File: src/cisd_map.vh
// register map, field positions, reset values and decode codes of the compact decoder
`ifndef CISD_MAP_VH
`define CISD_MAP_VH
// register byte offsets
`define CISD_OFS_CTRL     8'h00
`define CISD_OFS_STAT     8'h04
`define CISD_OFS_XCNT     8'h08
// control fields and reset values
`define CISD_CTRL_EN_BIT  0
`define CISD_CTRL_CLR_BIT 1
`define CISD_CTRL_EN_RST  1'b1
// status fields
`define CISD_STAT_CMP_BIT 0
`define CISD_STAT_SAV_BIT 1
`define CISD_STAT_LBP_BIT 2
`define CISD_STAT_FLG_LSB 4
`define CISD_XCNT_W       16
// fetch geometry
`define CISD_STEP_WIDE    3'h4
`define CISD_STEP_CMP     3'h2
`define CISD_HALF_SEL_BIT 1
`define CISD_REG_SP       4'hd
`define CISD_REG_LR       4'he
`define CISD_REG_PC       4'hf
// access sizes
`define CISD_SZ_BYTE      2'h0
`define CISD_SZ_HALF      2'h1
`define CISD_SZ_WORD      2'h2
// shift kinds (same codes as the two-operand alu op field)
`define CISD_SH_LSL       4'h2
`define CISD_SH_LSR       4'h3
`define CISD_SH_ASR       4'h4
`define CISD_SH_ROR       4'h7
// instruction classes
`define CISD_C_NONE       5'h00
`define CISD_C_SHIFT      5'h01
`define CISD_C_ADDSUB     5'h02
`define CISD_C_IMM8       5'h03
`define CISD_C_ALU        5'h04
`define CISD_C_HIREG      5'h05
`define CISD_C_PCLOAD     5'h06
`define CISD_C_LDST_REG   5'h07
`define CISD_C_LDST_SX    5'h08
`define CISD_C_LDST_IMM   5'h09
`define CISD_C_LDST_HALF  5'h0a
`define CISD_C_SP_LDST    5'h0b
`define CISD_C_LOAD_ADDR  5'h0c
`define CISD_C_SP_ADJ     5'h0d
`define CISD_C_PUSHPOP    5'h0e
`define CISD_C_MULTI      5'h0f
`define CISD_C_CBRANCH    5'h10
`define CISD_C_TRAP       5'h11
`define CISD_C_UBRANCH    5'h12
`define CISD_C_LONG_HI    5'h13
`define CISD_C_LONG_LO    5'h14
// branch condition codes
`define CISD_CC_EQ        4'h0
`define CISD_CC_NE        4'h1
`define CISD_CC_CS        4'h2
`define CISD_CC_CC        4'h3
`define CISD_CC_MI        4'h4
`define CISD_CC_PL        4'h5
`define CISD_CC_VS        4'h6
`define CISD_CC_VC        4'h7
`define CISD_CC_HI        4'h8
`define CISD_CC_LS        4'h9
`define CISD_CC_GE        4'ha
`define CISD_CC_LT        4'hb
`define CISD_CC_GT        4'hc
`define CISD_CC_LE        4'hd
`define CISD_CC_AL        4'he
`endif

File: src/cisd_cond.v
// branch condition evaluator on the n, z, c and v flags
`default_nettype none
`include "cisd_map.vh"
module cisd_cond (
   input  wire [3:0] cond,
   input  wire       flag_n,
   input  wire       flag_z,
   input  wire       flag_c,
   input  wire       flag_v,
   output reg        pass
);
   always @* begin
      case (cond)
         `CISD_CC_EQ: pass = flag_z;
         `CISD_CC_NE: pass = ~flag_z;
         `CISD_CC_CS: pass = flag_c;
         `CISD_CC_CC: pass = ~flag_c;
         `CISD_CC_MI: pass = flag_n;
         `CISD_CC_PL: pass = ~flag_n;
         `CISD_CC_VS: pass = flag_v;
         `CISD_CC_VC: pass = ~flag_v;
         `CISD_CC_HI: pass = flag_c & ~flag_z;
         `CISD_CC_LS: pass = ~flag_c | flag_z;
         `CISD_CC_GE: pass = (flag_n == flag_v);
         `CISD_CC_LT: pass = (flag_n != flag_v);
         `CISD_CC_GT: pass = ~flag_z & (flag_n == flag_v);
         `CISD_CC_LE: pass = flag_z | (flag_n != flag_v);
         `CISD_CC_AL: pass = 1'b1;
         default: pass = 1'b0;
      endcase
   end
endmodule
`default_nettype wire

File: src/cisd_top.v
// compact instruction decoder and execution state control with a wishbone register slave
`default_nettype none
`include "cisd_map.vh"
module cisd_top (
   input  wire        CLOCK,
   input  wire        RST,
   input  wire [31:0] FETCH_WORD,
   input  wire        FETCH_VALID,
   input  wire [31:0] PC,
   input  wire        FLAG_N,
   input  wire        FLAG_Z,
   input  wire        FLAG_C,
   input  wire        FLAG_V,
   input  wire        XCHG_COMMIT,
   input  wire        XCHG_TARGET_BIT0,
   input  wire        EXC_TAKE,
   input  wire        EXC_RETURN,
   input  wire        RET_STATE,
   input  wire        WB_CYC_I,
   input  wire        WB_STB_I,
   input  wire        WB_WE_I,
   input  wire [7:0]  WB_ADR_I,
   input  wire [3:0]  WB_SEL_I,
   input  wire [31:0] WB_DAT_I,
   output reg  [31:0] WB_DAT_O,
   output reg         WB_ACK_O,
   output reg         STATE_COMPACT,
   output reg         SAVED_STATE,
   output wire [2:0]  PC_STEP,
   output reg         WIDE_VALID,
   output reg         DEC_VALID,
   output reg  [4:0]  DEC_CLASS,
   output reg  [3:0]  DEC_SUBOP,
   output reg  [3:0]  DEC_RD,
   output reg  [3:0]  DEC_RS,
   output reg  [3:0]  DEC_RO,
   output reg  [31:0] DEC_IMM,
   output reg         DEC_IMM_SEL,
   output reg  [1:0]  DEC_SIZE,
   output reg         DEC_SIGNED,
   output reg         DEC_LOAD,
   output reg         DEC_WRITEBACK,
   output reg  [7:0]  DEC_REGLIST,
   output reg         DEC_LR_PC,
   output reg         DEC_POP_RETURN,
   output reg         DEC_BR_TAKEN,
   output reg         DEC_LINK,
   output reg         DEC_XCHG,
   output reg         DEC_XCHG_HIGH
);
   localparam [1:0] LB_IDLE = 2'b01;
   localparam [1:0] LB_HIGH = 2'b10;

   reg                     ctrl_en_ff;
   reg  [`CISD_XCNT_W-1:0] xcnt_ff;
   reg  [1:0]              lb_ff;
   reg  [31:0]             lb_hi_ff;
   reg  [1:0]              nxt_lb;
   reg  [31:0]             nxt_lb_hi;
   reg  [4:0]              nxt_class;
   reg  [3:0]              nxt_subop;
   reg  [3:0]              nxt_rd;
   reg  [3:0]              nxt_rs;
   reg  [3:0]              nxt_ro;
   reg  [31:0]             nxt_imm;
   reg                     nxt_imm_sel;
   reg  [1:0]              nxt_size;
   reg                     nxt_signed;
   reg                     nxt_load;
   reg                     nxt_wb;
   reg  [7:0]              nxt_list;
   reg                     nxt_lr_pc;
   reg                     nxt_ret;
   reg                     nxt_taken;
   reg                     nxt_link;
   reg                     nxt_xchg;
   reg                     nxt_xhigh;
   reg                     nxt_state;
   reg  [31:0]             nxt_rdata;
   wire [15:0]             hw;
   wire                    cond_pass;
   wire                    dec_go;
   wire                    wb_req;
   wire                    wb_wr;

   function [31:0] sext11;
      input [10:0] v;
      begin
         sext11 = {{21{v[10]}}, v};
      end
   endfunction

   // number of registers moved, times four, for the final base address
   function [31:0] list_bytes;
      input [8:0] l;
      integer     i;
      reg   [3:0] n;
      begin
         n = 4'h0;
         for (i = 0; i < 9; i = i + 1) begin
            n = n + {3'h0, l[i]};
         end
         list_bytes = {26'h0, n, 2'b00};
      end
   endfunction

   assign hw = PC[`CISD_HALF_SEL_BIT] ? FETCH_WORD[31:16] : FETCH_WORD[15:0];
   assign PC_STEP = STATE_COMPACT ? `CISD_STEP_CMP : `CISD_STEP_WIDE;
   assign dec_go = FETCH_VALID & STATE_COMPACT & ctrl_en_ff;
   assign wb_req = WB_CYC_I & WB_STB_I & ~WB_ACK_O;
   assign wb_wr = wb_req & WB_WE_I;

   cisd_cond u_cond (
      .cond   (hw[11:8]),
      .flag_n (FLAG_N),
      .flag_z (FLAG_Z),
      .flag_c (FLAG_C),
      .flag_v (FLAG_V),
      .pass   (cond_pass)
   );

   // combinational decode of the selected halfword
   always @* begin
      nxt_lb = lb_ff;
      nxt_lb_hi = lb_hi_ff;
      nxt_class = `CISD_C_NONE;
      nxt_subop = 4'h0;
      nxt_rd = {1'b0, hw[2:0]};
      nxt_rs = {1'b0, hw[5:3]};
      nxt_ro = {1'b0, hw[8:6]};
      nxt_imm = 32'h0;
      nxt_imm_sel = 1'b0;
      nxt_size = `CISD_SZ_WORD;
      nxt_signed = 1'b0;
      nxt_load = hw[11];
      nxt_wb = 1'b0;
      nxt_list = 8'h0;
      nxt_lr_pc = 1'b0;
      nxt_ret = 1'b0;
      nxt_taken = 1'b0;
      nxt_link = 1'b0;
      nxt_xchg = 1'b0;
      nxt_xhigh = 1'b0;
      casez (hw[15:11])
         5'b000??: begin
            if (hw[12:11] == 2'b11) begin
               nxt_class = `CISD_C_ADDSUB;
               nxt_subop = {3'h0, hw[9]};
               nxt_imm = {29'h0, hw[8:6]};
               nxt_imm_sel = hw[10];
            end else begin
               nxt_class = `CISD_C_SHIFT;
               nxt_subop = (hw[12:11] == 2'b00) ? `CISD_SH_LSL :
                           (hw[12:11] == 2'b01) ? `CISD_SH_LSR : `CISD_SH_ASR;
               nxt_imm = {27'h0, hw[10:6]};
               nxt_imm_sel = 1'b1;
            end
            nxt_load = 1'b0;
         end
         5'b001??: begin
            nxt_class = `CISD_C_IMM8;
            nxt_subop = {2'h0, hw[12:11]};
            nxt_rd = {1'b0, hw[10:8]};
            nxt_imm = {24'h0, hw[7:0]};
            nxt_imm_sel = 1'b1;
            nxt_load = 1'b0;
         end
         5'b01000: begin
            nxt_load = 1'b0;
            if (!hw[10]) begin
               // shifts and rotate in this group take their amount from rs only
               nxt_class = `CISD_C_ALU;
               nxt_subop = hw[9:6];
            end else begin
               nxt_class = `CISD_C_HIREG;
               nxt_subop = {2'h0, hw[9:8]};
               nxt_rd = {hw[7], hw[2:0]};
               nxt_rs = {hw[6], hw[5:3]};
               if (hw[9:8] == 2'b11) begin
                  nxt_xchg = 1'b1;
                  nxt_xhigh = hw[6];
               end
            end
         end
         5'b01001: begin
            nxt_class = `CISD_C_PCLOAD;
            nxt_rd = {1'b0, hw[10:8]};
            nxt_rs = `CISD_REG_PC;
            nxt_imm = {22'h0, hw[7:0], 2'b00};
            nxt_imm_sel = 1'b1;
            nxt_load = 1'b1;
         end
         5'b0101?: begin
            if (!hw[9]) begin
               nxt_class = `CISD_C_LDST_REG;
               nxt_size = hw[10] ? `CISD_SZ_BYTE : `CISD_SZ_WORD;
            end else begin
               nxt_class = `CISD_C_LDST_SX;
               nxt_load = hw[10] | hw[11];
               nxt_signed = hw[10];
               nxt_size = (hw[10] & ~hw[11]) ? `CISD_SZ_BYTE : `CISD_SZ_HALF;
            end
         end
         5'b011??: begin
            nxt_class = `CISD_C_LDST_IMM;
            nxt_imm_sel = 1'b1;
            nxt_size = hw[12] ? `CISD_SZ_BYTE : `CISD_SZ_WORD;
            nxt_imm = hw[12] ? {27'h0, hw[10:6]} :
                               {25'h0, hw[10:6], 2'b00};
         end
         5'b1000?: begin
            nxt_class = `CISD_C_LDST_HALF;
            nxt_imm_sel = 1'b1;
            nxt_size = `CISD_SZ_HALF;
            nxt_imm = {26'h0, hw[10:6], 1'b0};
         end
         5'b1001?: begin
            nxt_class = `CISD_C_SP_LDST;
            nxt_rd = {1'b0, hw[10:8]};
            nxt_rs = `CISD_REG_SP;
            nxt_imm = {22'h0, hw[7:0], 2'b00};
            nxt_imm_sel = 1'b1;
         end
         5'b1010?: begin
            nxt_class = `CISD_C_LOAD_ADDR;
            nxt_rd = {1'b0, hw[10:8]};
            nxt_rs = hw[11] ? `CISD_REG_SP : `CISD_REG_PC;
            nxt_imm = {22'h0, hw[7:0], 2'b00};
            nxt_imm_sel = 1'b1;
            nxt_load = 1'b0;
         end
         5'b1011?: begin
            nxt_rs = `CISD_REG_SP;
            if (hw[10:9] == 2'b10) begin
               nxt_class = `CISD_C_PUSHPOP;
               nxt_list = hw[7:0];
               nxt_lr_pc = hw[8];
               nxt_ret = hw[11] & hw[8];
               nxt_taken = hw[11] & hw[8];
               nxt_wb = 1'b1;
               nxt_imm = list_bytes(hw[8:0]);
            end else if (hw[11:8] == 4'h0) begin
               nxt_class = `CISD_C_SP_ADJ;
               nxt_subop = {3'h0, hw[7]};
               nxt_imm = {23'h0, hw[6:0], 2'b00};
               nxt_imm_sel = 1'b1;
               nxt_load = 1'b0;
            end else begin
               nxt_load = 1'b0;
            end
         end
         5'b1100?: begin
            nxt_class = `CISD_C_MULTI;
            nxt_rs = {1'b0, hw[10:8]};
            nxt_list = hw[7:0];
            nxt_wb = 1'b1;
            nxt_imm = list_bytes({1'b0, hw[7:0]});
         end
         5'b1101?: begin
            nxt_load = 1'b0;
            if (hw[11:8] == 4'hf) begin
               nxt_class = `CISD_C_TRAP;
               nxt_imm = {24'h0, hw[7:0]};
            end else if (hw[11:8] != `CISD_CC_AL) begin
               nxt_class = `CISD_C_CBRANCH;
               nxt_subop = hw[11:8];
               nxt_imm = {{23{hw[7]}}, hw[7:0], 1'b0};
               nxt_taken = cond_pass;
            end
         end
         5'b11100: begin
            nxt_class = `CISD_C_UBRANCH;
            nxt_imm = sext11(hw[10:0]) << 1;
            nxt_taken = 1'b1;
            nxt_load = 1'b0;
         end
         5'b11110: begin
            nxt_class = `CISD_C_LONG_HI;
            nxt_lb = LB_HIGH;
            nxt_lb_hi = sext11(hw[10:0]) << 12;
            nxt_imm = sext11(hw[10:0]) << 12;
            nxt_load = 1'b0;
         end
         5'b11111: begin
            nxt_class = `CISD_C_LONG_LO;
            nxt_lb = LB_IDLE;
            nxt_rd = `CISD_REG_LR;
            nxt_imm = lb_hi_ff + {20'h0, hw[10:0], 1'b0};
            nxt_link = 1'b1;
            nxt_taken = 1'b1;
            nxt_load = 1'b0;
         end
         default: begin
            nxt_load = 1'b0;
         end
      endcase
   end

   // execution state: exception entry beats return, return beats exchange
   always @* begin
      nxt_state = STATE_COMPACT;
      if (EXC_TAKE) begin
         nxt_state = 1'b0;
      end else if (EXC_RETURN) begin
         nxt_state = RET_STATE;
      end else if (XCHG_COMMIT) begin
         nxt_state = XCHG_TARGET_BIT0;
      end
   end

   always @* begin
      case (WB_ADR_I)
         `CISD_OFS_CTRL: nxt_rdata = {31'h0, ctrl_en_ff};
         `CISD_OFS_STAT: nxt_rdata = {24'h0, FLAG_N, FLAG_Z, FLAG_C, FLAG_V,
                                      1'b0, lb_ff[1], SAVED_STATE, STATE_COMPACT};
         `CISD_OFS_XCNT: nxt_rdata = {{(32-`CISD_XCNT_W){1'b0}}, xcnt_ff};
         default: nxt_rdata = 32'h0;
      endcase
   end

   always @(posedge CLOCK) begin
      if (RST) begin
         STATE_COMPACT <= 1'b0;
         SAVED_STATE <= 1'b0;
         ctrl_en_ff <= `CISD_CTRL_EN_RST;
         xcnt_ff <= {`CISD_XCNT_W{1'b0}};
         lb_ff <= LB_IDLE;
         lb_hi_ff <= 32'h0;
         WB_ACK_O <= 1'b0;
         WB_DAT_O <= 32'h0;
         WIDE_VALID <= 1'b0;
         DEC_VALID <= 1'b0;
         DEC_CLASS <= `CISD_C_NONE;
         DEC_SUBOP <= 4'h0;
         DEC_RD <= 4'h0;
         DEC_RS <= 4'h0;
         DEC_RO <= 4'h0;
         DEC_IMM <= 32'h0;
         DEC_IMM_SEL <= 1'b0;
         DEC_SIZE <= `CISD_SZ_WORD;
         DEC_SIGNED <= 1'b0;
         DEC_LOAD <= 1'b0;
         DEC_WRITEBACK <= 1'b0;
         DEC_REGLIST <= 8'h0;
         DEC_LR_PC <= 1'b0;
         DEC_POP_RETURN <= 1'b0;
         DEC_BR_TAKEN <= 1'b0;
         DEC_LINK <= 1'b0;
         DEC_XCHG <= 1'b0;
         DEC_XCHG_HIGH <= 1'b0;
      end else begin
         // only the state bits move (SAVED_STATE on exception entry); mode and register file are never touched here
         STATE_COMPACT <= nxt_state;
         if (EXC_TAKE) begin
            SAVED_STATE <= STATE_COMPACT;
         end
         WB_ACK_O <= wb_req;
         if (wb_req) begin
            WB_DAT_O <= WB_WE_I ? 32'h0 : nxt_rdata;
         end
         if (wb_wr && WB_ADR_I == `CISD_OFS_CTRL && WB_SEL_I[0]) begin
            ctrl_en_ff <= WB_DAT_I[`CISD_CTRL_EN_BIT];
         end
         // a state change in the same cycle as a clear is still counted
         if (wb_wr && WB_ADR_I == `CISD_OFS_CTRL && WB_SEL_I[0] &&
             WB_DAT_I[`CISD_CTRL_CLR_BIT]) begin
            xcnt_ff <= {{(`CISD_XCNT_W-1){1'b0}}, nxt_state != STATE_COMPACT};
         end else if (nxt_state != STATE_COMPACT) begin
            xcnt_ff <= xcnt_ff + {{(`CISD_XCNT_W-1){1'b0}}, 1'b1};
         end
         if (EXC_TAKE) begin
            lb_ff <= LB_IDLE;
         end else if (dec_go) begin
            lb_ff <= nxt_lb;
            lb_hi_ff <= nxt_lb_hi;
         end
         WIDE_VALID <= FETCH_VALID & ~STATE_COMPACT;
         DEC_VALID <= dec_go;
         if (dec_go) begin
            DEC_CLASS <= nxt_class;
            DEC_SUBOP <= nxt_subop;
            DEC_RD <= nxt_rd;
            DEC_RS <= nxt_rs;
            DEC_RO <= nxt_ro;
            DEC_IMM <= nxt_imm;
            DEC_IMM_SEL <= nxt_imm_sel;
            DEC_SIZE <= nxt_size;
            DEC_SIGNED <= nxt_signed;
            DEC_LOAD <= nxt_load;
            DEC_WRITEBACK <= nxt_wb;
            DEC_REGLIST <= nxt_list;
            DEC_LR_PC <= nxt_lr_pc;
            DEC_POP_RETURN <= nxt_ret;
            DEC_BR_TAKEN <= nxt_taken;
            DEC_LINK <= nxt_link;
            DEC_XCHG <= nxt_xchg;
            DEC_XCHG_HIGH <= nxt_xhigh;
         end
      end
   end
endmodule
`default_nettype wire

File: config.mk
export PLATFORM = sky130hd
export DESIGN_NAME = cisd_top
export DESIGN_NICKNAME = d
export VERILOG_FILES = /design/src/cisd_cond.v /design/src/cisd_top.v
export VERILOG_INCLUDE_DIRS = /design/src
export SDC_FILE = /design/constraint.sdc
export NUM_CORES = 1
export LEC_CHECK = 0
export ABC_AREA = 1
export BUFFER_PORTS_ARGS = -buffer_cell sky130_fd_sc_hd__clkbuf_2
export CAP_MARGIN = 40
export CORE_ASPECT_RATIO = 1.75
export CORE_MARGIN = 2
export CORE_UTILIZATION = 55
export DETAILED_ROUTE_END_ITERATION = 10
export GPL_TIMING_DRIVEN = 0
export PLACE_DENSITY = 0.87
export SETUP_SLACK_MARGIN = 0.05
export SLEW_MARGIN = 20
export SYNTH_ARGS = -nofsm -noshare
export SYNTH_HDL_FRONTEND = slang
export SYNTH_SLANG_ARGS = --single-unit
File: constraint.sdc
create_clock -name CLOCK -period 11.6 [get_ports CLOCK]
set_input_delay 1.16 -clock CLOCK [delete_from_list [all_inputs] [get_ports CLOCK]]
set_output_delay 1.16 -clock CLOCK [all_outputs]
set_load 0.005 [all_outputs]
==> run_results.csv <==
group,metric,value,unit
timing,maxSlewHeadroom,44.12,%
placed_design,finalWeightedCongestion,1.060,
timing,tightest_slew,832.5,ps
synth,synth_area,6714,sq um
die,start_util,56.25,%
detailed_routing,first_pass_iters,6,
setup_path,cp.required,11890,ps
die,die_y,150.2,um
global_routing,antenna_found_initial,0,
synth,ys_seq_elements,113,
timing,setup-tns-final,0,ps
setup_path,crit_arrival,5540,ps
placed_design,io_buffers,153,
worst_hold_path,hp-start,"DEC_XCHG",
detailed_routing,first_iter_violations,689,
synth,async_reset_ff_share,0,%
detailed_routing,vias_per_cell,5.649,
die,die_x,87.52,um
pwr,p_per_area,132.8,nW/um^2
timing,fmax,190.3,MHz
timing,finalClockSkew,4.625,ps
setup_path,r2r-start,"STATE_COMPACT",
finish,drive_gt1_share,23.76,%
timing,period_needed,5254,ps
pwr,p_total,1100,uW
synth,yosysWarnings,0,
setup_path,reg2reg_depth,5,
cts,clock_sinks,113,
cts,cts_tree,"yes",
finish,nNetsFinal,1353,
synth,synth_edf_count,0,
global_routing,grt_pass1_vias,7349,
synth,netlist_instances,1031,
status,outcome,"complete, no violations",
die,rows,53,
detailed_routing,num_vias,7739,
pwr,p_leak,0.003897,uW
global_routing,grt_usage,37.44,%
job,maxCapViolCount,0,
timing,finalCritPeriodShare,45.29,%
worst_hold_path,min_to,"DEC_XCHG",
setup_path,r2r_slack,9110,ps
finish,multi_input_area,3666,sq um
finish,antenna_cells,0,
timing,setup_violations,0,
detailed_routing,top_layer_used,"met4",
pwr,ir_drop,0.1367,mV
die,die_area,13140,sq um
finish,area_delta_synth_final,23.37,%
timing,hold_violations,0,
finish,n_fill_cell,1082,
synth,yosysUniqueCellTypes,43,
detailed_routing,dr_wl_met3,1517,um
detailed_routing,drt.antenna.violating_nets,0,
setup_path,start_kind,"input pin",
synth,ys_seq_area_share,33.69,%
cts,insertion_delay,420,ps
detailed_routing,drc_errors,0,
cts,cts-resized-gates,0,
detailed_routing,drt-total-wl,24420,um
finish,most-common-layout-cells,"nand2_1 (295), clkbuf_2 (153), dfxtp_1 (113), inv_1 (100), a21oi_1 (96)",
finish,final_util,69.39,%
finish,seqCellArea,2262,sq um
setup_path,criticalPathCategory,"input pin to flop",
global_routing,grt_overflow,0,
placed_design,dp_hpwl,18600,um
cts,ctsHoldBuffers,0,
worst_hold_path,holdPathStages,2,
die,io_pins,236,
cts,clock_path_buffers,2,
timing,rsz0062_at_grt,"no",
setup_path,path_max_fanout,10,
cts,htree_num_levels,4,
die,core_area,11940,sq um
global_routing,grt_max_degree,17,
synth,avgSynthCellArea,6.512,sq um
cts,path_clk_slew,60,ps
detailed_routing,wl_met2,12740,um
global_routing,grt_pass1_wl,37380,um
setup_path,r2r_end,"DEC_CLASS[0]",
setup_path,cp-end-kind,"flop",
worst_hold_path,hold_class,"flop to flop",
detailed_routing,wire_per_inst,17.82,um
timing,slew_viol_final,0,
cts,cts_setup_buffers,0,
cts,cts_root_buffer,"clkbuf_16",
synth,ys.flop_type,"dfxtp_1",
cts,cts_inserted_buffers,17,
finish,final_common_cell,"nand2_1",
detailed_routing,routedLengthMet1,8276,um
power breakdown:
group          switching [uW]  internal, uW  leakage, uW
clock                     205           302     0.000273
combinational             131          63.6      0.00271
sequential               4.33           394     0.000913
cells in the mapped netlist (15+ instances only):
master    number  area (sq um)
inv_1        100         375.4
o21ai_0       52         260.3
a21oi_1       96         480.5
nand2_1      295          1107
nand3_1       63         315.3
o21ai_1       21         105.1
nand2_2       18         112.6
nor2_1        72         270.3
dfxtp_1      113          2262
o22ai_1       15         93.84
clkbuf_1      24         90.09
buf_4         30         225.2
how the worst max path moves through the flow:
stage,slack [ps],startpoint,to
after floorplan,6660,PC[1],DEC_IMM[3]
after global placement,5990,PC[1],DEC_IMM[3]
after detailed placement,5980,PC[1],DEC_IMM[3]
after CTS,6380,PC[1],DEC_IMM[3]
after global routing,6150,PC[1],DEC_IMM[3]
final,6350,PC[1],DEC_IMM[3]
cell type report:
| class | instances | share of cell area [%] |
|---|---|---|
| Clock buffer | 18 | 5.302 |
| Sequential cell | 113 | 27.31 |
| Timing Repair Buffer | 153 | 9.245 |
| Clock inverter | 14 | 1.556 |
| Tap cell | 137 | 2.069 |
| Buffer | 67 | 4.970 |
| Multi-Input combinational cell | 752 | 44.26 |
| Inverter | 116 | 5.287 |
worst max-delay path, cell delays in order:
cell and delay [ps]:
clkbuf_2 100, buf_6 140, buf_6 140, o21ai_1 660, fa_1 560, fa_1 510
fa_1 410, inv_1 70, ha_1 160, inv_1 60, fa_1 570, inv_1 60
ha_1 270, or2_2 290, nand3_1 100, nand2_1 50, inv_1 50, nand2_1 40
nand2_1 60, a21oi_1 60
flip-flops by register name, summed over array words and instances (netlist names), 3 cells and up:
register / count
DEC_CLASS: 5
DEC_IMM: 23
DEC_RD: 4
DEC_REGLIST: 8
DEC_RO: 3
DEC_RS: 4
DEC_SUBOP: 4
WB_DAT_O: 16
lb_hi_ff: 11
xcnt_ff: 16
routing by layer:
metal | GRT usage, % | up-vias
met5 | 0 | -
li1 | - | 3690
met1 | 37.29 | 3455
met4 | 26.31 | 0
met3 | 6.469 | 134
met2 | 67.92 | 460
metrics by stage:
step / std cells / setup slack [ps] / hold WS, ps / instance area (sq um)
2_1_floorplan: 1048 / 6657 / 427.6 / 6778
3_3_place_gp: 1338 / 5985 / 438.1 / 7715
3_5_place_dp: 1338 / 5977 / 436.0 / 7715
4_1_cts: 1370 / 6378 / 444.7 / 8283
5_1_grt: 1370 / 6146 / 476.5 / 8283
6_report: 1370 / 6346 / 443.7 / 8283
logic make-up after synthesis:
logic type | share of synthesized area [%]
AND/OR/NAND/NOR | 33.41
AO/OA/AOI/OAI | 17.09
buffers and inverters | 12.65
flip-flops | 33.69
adder cells (fa/ha/maj) | 2.311
XOR/XNOR | 0.7828
other | 0.05585
(Power assumes the default switching activity.)
